$ cat src/design/aio_pkg.sv
// Purpose: Shared constants and types of the analog I/O link map
// Assumes: 32-bit link words, four inputs and four outputs
// Notes: Link indices are zero based (link 1 is index 0)
package aio_pkg;
   ////////////////////////////////////////////////////////////////////////
   // Link layout
   localparam int LW_NUM = 16;
   localparam int LW_W = 32;
   localparam int CH_NUM = 4;
   localparam int LK_IN_DATA = 0;
   localparam int LK_OUT_ECHO = 4;
   localparam int LK_IN_STAT = 8;
   localparam int LK_OUT_STAT = 9;
   localparam int LK_CARD_STAT = 10;
   localparam int RX_CMD = 0;
   localparam int RX_RELEASE = 4;
   ////////////////////////////////////////////////////////////////////////
   // Status fields
   localparam int FLD_W = 8;
   localparam int FL_N = 4;
   localparam int IF_WIRE_BREAK = 0;
   localparam int IF_ABOVE = 1;
   localparam int IF_BELOW = 2;
   localparam int IF_INVALID = 3;
   localparam int OF_EXT_N = 6;
   localparam int OF_INVALID_FLOAT = 6;
   localparam logic [LW_W-1:0] STAT_RST = 32'h0000_0000;
   localparam logic [LW_W-1:0] DEF_VAL_RST = 32'h0000_0000;
   ////////////////////////////////////////////////////////////////////////
   // Channel setup
   localparam int MODE_EN = 0;
   localparam int MODE_4_20 = 1;
   localparam logic [1:0] CFG_MODE_RST = 2'h0;
   localparam logic [15:0] CFG_LO_RST = 16'h0000;
   localparam logic [15:0] CFG_HI_RST = 16'hFFFF;
   localparam logic [15:0] WB_SET_UA = 16'h07D0;
   localparam logic [15:0] WB_CLR_UA = 16'h0BB8;
   ////////////////////////////////////////////////////////////////////////
   // Float fields
   localparam int FP_EXP_MSB = 30;
   localparam int FP_EXP_LSB = 23;
   localparam int FP_MAN_MSB = 22;

   typedef enum logic [1:0] {AIO_OFFLINE = 2'b01, AIO_ONLINE = 2'b10} aio_conn_t;

   function automatic logic aio_is_nan(input logic [LW_W-1:0] v);
   begin
      return (&v[FP_EXP_MSB:FP_EXP_LSB]) && (|v[FP_MAN_MSB:0]);
   end
   endfunction : aio_is_nan
endpackage : aio_pkg

$ cat src/design/aio_in_chan.sv
// Purpose: Status flags of one input channel
// Assumes: Readings and loop current arrive with a sample strobe
// Notes: Flags follow live conditions unless latching is on
module aio_in_chan
   import aio_pkg::*;
(
   input wire logic clk_sys_i,
   input wire logic nrst_i,
   input wire logic sample_i,
   input wire logic [15:0] loop_ua_i,
   input wire logic [15:0] code_i,
   input wire logic cfg_wr_i,
   input wire logic [15:0] cfg_lo_i,
   input wire logic [15:0] cfg_hi_i,
   input wire logic [1:0] cfg_mode_i,
   input wire logic latch_en_i,
   input wire logic [FL_N-1:0] release_i,
   output logic [FLD_W-1:0] flags_o
);
   typedef struct packed {
      logic [15:0] lo;
      logic [15:0] hi;
      logic [1:0] mode;
      logic [FL_N-1:0] cond;
      logic [FL_N-1:0] flags;
   } aio_chan_t;

   localparam aio_chan_t CHAN_RST = '{lo: CFG_LO_RST, hi: CFG_HI_RST,
      mode: CFG_MODE_RST, default: '0};

   aio_chan_t s_r;
   aio_chan_t s_nxt;

   always_comb
   begin
      s_nxt = s_r;
      if (cfg_wr_i)
      begin
         if (cfg_lo_i < cfg_hi_i)
         begin
            s_nxt.lo = cfg_lo_i;
            s_nxt.hi = cfg_hi_i;
            s_nxt.mode = cfg_mode_i;
            s_nxt.cond[IF_INVALID] = 1'b0;
         end
         else
         begin
            s_nxt.cond[IF_INVALID] = 1'b1;
         end
      end
      if (!s_r.mode[MODE_EN])
      begin
         s_nxt.cond[IF_WIRE_BREAK] = 1'b0;
         s_nxt.cond[IF_ABOVE] = 1'b0;
         s_nxt.cond[IF_BELOW] = 1'b0;
      end
      else if (sample_i)
      begin
         if (loop_ua_i < WB_SET_UA)
            s_nxt.cond[IF_WIRE_BREAK] = 1'b1;
         else if (loop_ua_i > WB_CLR_UA)
            s_nxt.cond[IF_WIRE_BREAK] = 1'b0;
         s_nxt.cond[IF_ABOVE] = code_i >= s_r.hi;
         s_nxt.cond[IF_BELOW] = code_i <= s_r.lo;
      end
      if (!s_r.mode[MODE_4_20])
         s_nxt.cond[IF_WIRE_BREAK] = 1'b0;
      // Live condition always sets; latched bit needs release
      s_nxt.flags = s_nxt.cond | (s_r.flags & {FL_N{latch_en_i}} & ~release_i);
   end

   always_ff @(posedge clk_sys_i or negedge nrst_i)
   begin
      if (!nrst_i)
         s_r <= CHAN_RST;
      else
         s_r <= s_nxt;
   end

   assign flags_o = {{(FLD_W-FL_N){1'b0}}, s_r.flags};
endmodule : aio_in_chan

$ cat src/design/aio_link_map.sv
// Purpose: Link word exchange between the analog I/O card and the drive
// Assumes: Host link words are delivered as one set with link_wr_i
// Notes: Output commands come from stored default values until host commands replace them
// Behaviour
// - Sixteen 32-bit words each way
// - Links 1-4 readings, 5-8 output echoes
// - Links 9-11 status, 12-16 unused
// - Incoming links 1-4 command the outputs
// - Incoming link 5 releases latched status
// - Before connection, outputs use stored defaults
// - Connected commands overwrite stored defaults
// - Link loss keeps last received command until reconfigured
// - Data words float, status words bit fields
// - Input status: 8-bit field per channel
// - Wire break below 2 mA, clears above 3 mA
// - Wire break detection follows channel scan
// - Above limit flag at or over high limit
// - Below limit flag at or under low limit
// - Bad setup flagged, last valid setup kept
// - Output status: 8-bit field per channel
module aio_link_map
   import aio_pkg::*;
(
   input wire logic clk_sys_i,
   input wire logic nrst_i,
   input wire logic conn_up_i,
   input wire logic link_wr_i,
   input wire logic [LW_NUM*LW_W-1:0] link_from_host_i,
   output logic [LW_NUM*LW_W-1:0] link_to_host_o,
   input wire logic def_wr_i,
   input wire logic [1:0] def_idx_i,
   input wire logic [LW_W-1:0] def_data_i,
   input wire logic [CH_NUM-1:0] ain_valid_i,
   input wire logic [CH_NUM*LW_W-1:0] ain_data_i,
   input wire logic [CH_NUM*16-1:0] ain_code_i,
   input wire logic [CH_NUM*16-1:0] loop_ua_i,
   input wire logic [CH_NUM-1:0] cfg_wr_i,
   input wire logic [15:0] cfg_lo_i,
   input wire logic [15:0] cfg_hi_i,
   input wire logic [1:0] cfg_mode_i,
   input wire logic latch_en_i,
   input wire logic [CH_NUM*OF_EXT_N-1:0] out_flags_i,
   input wire logic [LW_W-1:0] card_stat_i,
   output logic [CH_NUM*LW_W-1:0] aout_cmd_o,
   output logic online_o
);
   ////////////////////////////////////////////////////////////////////////
   // State
   typedef struct packed {
      aio_conn_t conn;
      logic [CH_NUM-1:0][LW_W-1:0] out_val;
      logic [CH_NUM-1:0][LW_W-1:0] in_val;
      logic [CH_NUM-1:0] bad_float;
      logic [LW_W-1:0] out_stat;
      logic [LW_W-1:0] card_stat;
      logic [LW_W-1:0] release_w;
   } aio_map_t;

   localparam aio_map_t MAP_RST = '{conn: AIO_OFFLINE,
      out_val: {CH_NUM{DEF_VAL_RST}}, in_val: {CH_NUM{DEF_VAL_RST}},
      bad_float: '0, out_stat: STAT_RST, card_stat: STAT_RST, release_w: STAT_RST};

   aio_map_t s_r;
   aio_map_t s_nxt;
   logic [LW_W-1:0] in_stat;
   logic [LW_W-1:0] rx_word;
   logic rx_take;

   ////////////////////////////////////////////////////////////////////////
   // Input channel status
   genvar g;
   generate
      for (g = 0; g < CH_NUM; g++)
      begin : gen_in
         aio_in_chan u_chan (
            .clk_sys_i(clk_sys_i),
            .nrst_i(nrst_i),
            .sample_i(ain_valid_i[g]),
            .loop_ua_i(loop_ua_i[g*16 +: 16]),
            .code_i(ain_code_i[g*16 +: 16]),
            .cfg_wr_i(cfg_wr_i[g]),
            .cfg_lo_i(cfg_lo_i),
            .cfg_hi_i(cfg_hi_i),
            .cfg_mode_i(cfg_mode_i),
            .latch_en_i(latch_en_i),
            .release_i(s_r.release_w[g*FLD_W +: FL_N]),
            .flags_o(in_stat[g*FLD_W +: FLD_W])
         );
      end
   endgenerate

   // Host words count only on a configured connection
   assign rx_take = (s_r.conn == AIO_ONLINE) && conn_up_i && link_wr_i;

   ////////////////////////////////////////////////////////////////////////
   // Next state
   always_comb
   begin
      s_nxt = s_r;
      s_nxt.release_w = STAT_RST;
      rx_word = STAT_RST;
      case (s_r.conn)
         AIO_OFFLINE:
         begin
            if (conn_up_i)
               s_nxt.conn = AIO_ONLINE;
         end
         AIO_ONLINE:
         begin
            if (!conn_up_i)
               s_nxt.conn = AIO_OFFLINE;
         end
         default:
         begin
            s_nxt.conn = AIO_OFFLINE;
         end
      endcase
      // Setup writes fill the stored defaults
      if (def_wr_i && !aio_is_nan(def_data_i))
         s_nxt.out_val[def_idx_i] = def_data_i;
      if (rx_take)
      begin
         for (int i = 0; i < CH_NUM; i++)
         begin
            rx_word = link_from_host_i[(RX_CMD+i)*LW_W +: LW_W];
            if (aio_is_nan(rx_word))
            begin
               s_nxt.bad_float[i] = 1'b1;
            end
            else
            begin
               s_nxt.out_val[i] = rx_word;
               s_nxt.bad_float[i] = 1'b0;
            end
         end
         // Words beyond the release word are not looked at
         s_nxt.release_w = link_from_host_i[RX_RELEASE*LW_W +: LW_W];
      end
      for (int i = 0; i < CH_NUM; i++)
      begin
         if (ain_valid_i[i])
            s_nxt.in_val[i] = ain_data_i[i*LW_W +: LW_W];
         s_nxt.out_stat[i*FLD_W +: FLD_W] =
            {1'b0, s_nxt.bad_float[i], out_flags_i[i*OF_EXT_N +: OF_EXT_N]};
      end
      s_nxt.card_stat = card_stat_i;
   end

   always_ff @(posedge clk_sys_i or negedge nrst_i)
   begin
      if (!nrst_i)
         s_r <= MAP_RST;
      else
         s_r <= s_nxt;
   end

   ////////////////////////////////////////////////////////////////////////
   // Host-facing words
   always_comb
   begin
      link_to_host_o = '0;
      for (int i = 0; i < CH_NUM; i++)
      begin
         link_to_host_o[(LK_IN_DATA+i)*LW_W +: LW_W] = s_r.in_val[i];
         link_to_host_o[(LK_OUT_ECHO+i)*LW_W +: LW_W] = s_r.out_val[i];
      end
      link_to_host_o[LK_IN_STAT*LW_W +: LW_W] = in_stat;
      link_to_host_o[LK_OUT_STAT*LW_W +: LW_W] = s_r.out_stat;
      link_to_host_o[LK_CARD_STAT*LW_W +: LW_W] = s_r.card_stat;
   end

   assign aout_cmd_o = s_r.out_val;
   assign online_o = s_r.conn == AIO_ONLINE;
endmodule : aio_link_map

$ cat config.mk
export PLATFORM = sky130hd
export DESIGN_NAME = aio_link_map
export DESIGN_NICKNAME = d
export VERILOG_FILES = /design/src/design/aio_pkg.sv /design/src/design/aio_in_chan.sv /design/src/design/aio_link_map.sv
export SDC_FILE = /design/constraint.sdc
export NUM_CORES = 1
export LEC_CHECK = 0
export BUFFER_PORTS_ARGS = -buffer_cell sky130_fd_sc_hd__buf_2
export CORE_AREA = 8 8 593 595
export CTS_CLUSTER_DIAMETER = 30
export DETAILED_ROUTE_END_ITERATION = 7
export DIE_AREA = 0 0 601 603
export PLACE_DENSITY_LB_ADDON = 0.12
export SETUP_SLACK_MARGIN = 0.02
export SLEW_MARGIN = 20
export SYNTH_ARGS = -nofsm -noshare
export SYNTH_HDL_FRONTEND = slang
export SYNTH_HIERARCHICAL = 1
export SYNTH_SLANG_ARGS = --single-unit
$ cat constraint.sdc
create_clock -name clk_sys_i -period 2.55 [get_ports clk_sys_i]
set_clock_uncertainty 0.15 [all_clocks]
set_input_delay 0 -clock clk_sys_i [delete_from_list [all_inputs] [get_ports clk_sys_i]]
set_output_delay 0 -clock clk_sys_i [all_outputs]
set_load 0.01 [all_outputs]
==> reports/qor.txt <==
Hold Slack - 28.6 ps
Final period utilization - 0.990
Main synth FF type - dfrtp_1
Placement Setup Slack - -409 ps
Vias post-DR - 35.9k
Fillcell total - 38.3k
Max_cap viols - 0
Worst Path Max Fanout - 7
DRT Wirelength - 249 mm
Count of pins over their slew limit - 0
Dominant cell type by area after synthesis - dfrtp_1
Syn_area_per_cell - 9.22 µm²
TritonRoute pass-1 iters - 5
Crit end category - register
Largest net degree at the start of global routing - 89
Synth Cell Area - 33200 µm²
Top cells by area, synth - dfrtp_1 33%, buf_4 15%, ha_1 7.1%
CTS Root Cell - clkbuf_16
Endpoints failing setup - 0
Die Width - 601 µm
DP HPWL - 184 mm
Initial antenna violation count - 70
Top post-synthesis cells by count - 656 x buf_4, 437 x dfrtp_1, 377 x nand2_1
Num CTS Buffers - 224
HP Class - in -> reg
Clk slew on worst S/H paths - 40 ps
Worst Setup Slack, final - 26.7 ps
Standard-cell rows - 215
H-tree levels - 4
Final Util - 0.181
Worst EP required - 3120 ps
Register area share after synthesis - 0.381
I/O pin count - 1547
Yosys top cell area share - 0.329
Area Overhead vs Synth - 86.1%
P per Cell Area - 857 nW/µm²
Status - finished clean
Initial core utilization - 0.0971
Non-filler cells, final - 10.4k
RSZ-0062 raised after global routing - false
Antenna Nets Post-Route - 0
P_leak - 27.0 nW
GRT Total Usage - 0.132
Peak VDD IR - 0.822 mV
Post-placement cell count - 8726
Via-to-Cell Ratio - 3.45
Vias in the first global route - 39.2k
Synthesis Warnings - 6
Total congestion overflow - 0
Max-slew headroom at the worst pin - 0.318
Tmin final - 2520 ps
Iter 0 DRT Violations - 1773
Actual slew at the worst max-slew pin - 1020 ps
Syn Inst Count - 3602
DR WL/cell - 24.0 µm
Max Fclk - 396 MHz
DIE HEIGHT - 603 µm
Number of synthesized flops with an enable pin - 0
Clock Latency Late Sink - 870 ps
Worst Path Arrival - 3090 ps
DR DRC count - 0
Hold Vio Cnt, Final - 0
Unique masters post-synth - 63
# port buffers - 998
Die area - 362000 µm²
Core footprint - 342000 µm²
CTS tree - done
Clock Sinks - 502
Most frequent cell after synthesis - buf_4
Clock buffer depth - 4
Startpoint Class - primary input
Yosys reg bits - 502
First-pass GRT wire length - 336 mm
Critical path class - in -> reg
Layout cell share with drive strength beyond 1 - 0.321
# nets final - 6704
Ys async rst share - 1.00
Routability cong. - 0.820
## path summary, 6_finish.rpt
| path | start | endpoint | slack (ps) | cells after the start |
|---|---|---|---|---|
| setup / recovery | cfg_lo_i[10] | gen_in[1].u_chan/s_r[19] | 30 | 10 |
| hold / removal | ain_code_i[0] | gen_in[0].u_chan/s_r[6] | 30 | 8 |
| setup reg to reg | gen_in[2].u_chan/s_r[10] | gen_in[2].u_chan/s_r[5] | 110 | 7 |
| hold reg to reg | s_r[0] | gen_in[0].u_chan/flags_o[0] | 270 | 1 |
| max in group asynchronous | nrst_i | gen_in[2].u_chan/s_r[15] | 1020 | 6 |
| min in group asynchronous | nrst_i | aout_cmd_o[99] | 170 | 4 |
## metrics by stage
| stage | TNS [ps] | total power (W) | area, µm² |
|---|---|---|---|
| after floorplan | 0 | 0.0193 | 33900 |
| after global placement | -14810 | 0.0251 | 41700 |
| after detailed placement | -10110 | 0.0250 | 41700 |
| after CTS | 0 | 0.0540 | 61300 |
| after global routing | 0 | 0.0556 | 61700 |
| final | 0 | 0.0530 | 61800 |
## repair_timing
| action | in CTS | in global routing |
|---|---|---|
| hold buffers | 1203 | 2 |
| hold endpoints to repair | 1004 | 3 |
| gates cloned | 0 | 3 |
| endpoints found under the setup margin | 82 | 97 |
| buffers inserted | 4 | 9 |
| pin swaps | 0 | 10 |
| resized for setup | 3 | 52 |
## cell type report
cell class,count,area [µm²],area share
clock buffer,380,6980,0.113
sequential,502,12600,0.205
antenna,41,103,0.00166
tap,4557,5700,0.0923
multi-input combinational,2234,15000,0.243
inverter,194,732,0.0118
clock inverter,34,450,0.00729
timing repair buffer,2454,20100,0.326
## cell usage in the layout (no fill, tap or decap), types with 19 or more instances in the layout
master | Yosys | routed
o21ai_0 | 22 | 21
and3_1 | 64 | 64
dlygate4sd3_1 | 0 | 1186
nor4_1 | 23 | 22
mux2_2 | 128 | 128
dfstp_2 | 65 | 65
nor3_1 | 21 | 21
nand3_1 | 243 | 243
o311ai_1 | 66 | 70
nand4_1 | 52 | 52
buf_2 | 35 | 993
dfrtp_1 | 437 | 437
conb_1 | 5 | 180
o311a_1 | 64 | 64
buf_12 | 0 | 86
inv_1 | 194 | 189
a31oi_1 | 97 | 93
clkinv_2 | 0 | 19
clkbuf_1 | 129 | 77
o21a_1 | 28 | 24
diode_2 | 0 | 41
o311ai_0 | 58 | 54
ha_1 | 188 | 185
clkbuf_8 | 0 | 79
o211ai_1 | 128 | 128
a21o_1 | 20 | 20
a21oi_1 | 93 | 92
nor2_1 | 163 | 158
a22oi_1 | 32 | 32
clkbuf_16 | 0 | 227
nand2_1 | 377 | 377
buf_4 | 656 | 170
## per-layer routing
layer	wire length (µm)	global-route usage	up-vias
li1	-	-	16300
met1	91900	0.140	17700
met2	127000	0.242	1414
met3	15000	0.0323	443
met4	15000	0.0661	8
met5	45	0	-
## where the power goes
part           internal (W)  switching, W
registers           0.00993       0.00240
clock network        0.0185       0.00758
logic               0.00604       0.00851
## state kept, by name, summed over array words and instances (netlist names)
signal	cells
aout_cmd_o	128
link_to_host_o	185
s_r	21
gen_in.u_chan/flags_o	16
gen_in.u_chan/s_r	152
## critical path, cell delays in order
cell	delay, ps
buf_2	230
ha_1	370
dlygate4sd3_1	560
nand4_1	100
buf_4	190
buf_12	150
o211ai_1	170
dlygate4sd3_1	570
o311ai_0	130
dlygate4sd3_1	590
## logic make-up (layout without fill, tap and decap cells)
logic type	Yosys count	after routing	share of synthesized area
flops	502	502	0.381
compound gates	707	707	0.164
mux	137	137	0.0461
simple gates	1021	1021	0.143
fa+ha+maj	188	188	0.0709
other cells	5	221	0.000565
xor+xnor	1	1	0.000264
buf+inv	1041	3062	0.195
(Power assumes the default switching activity.)
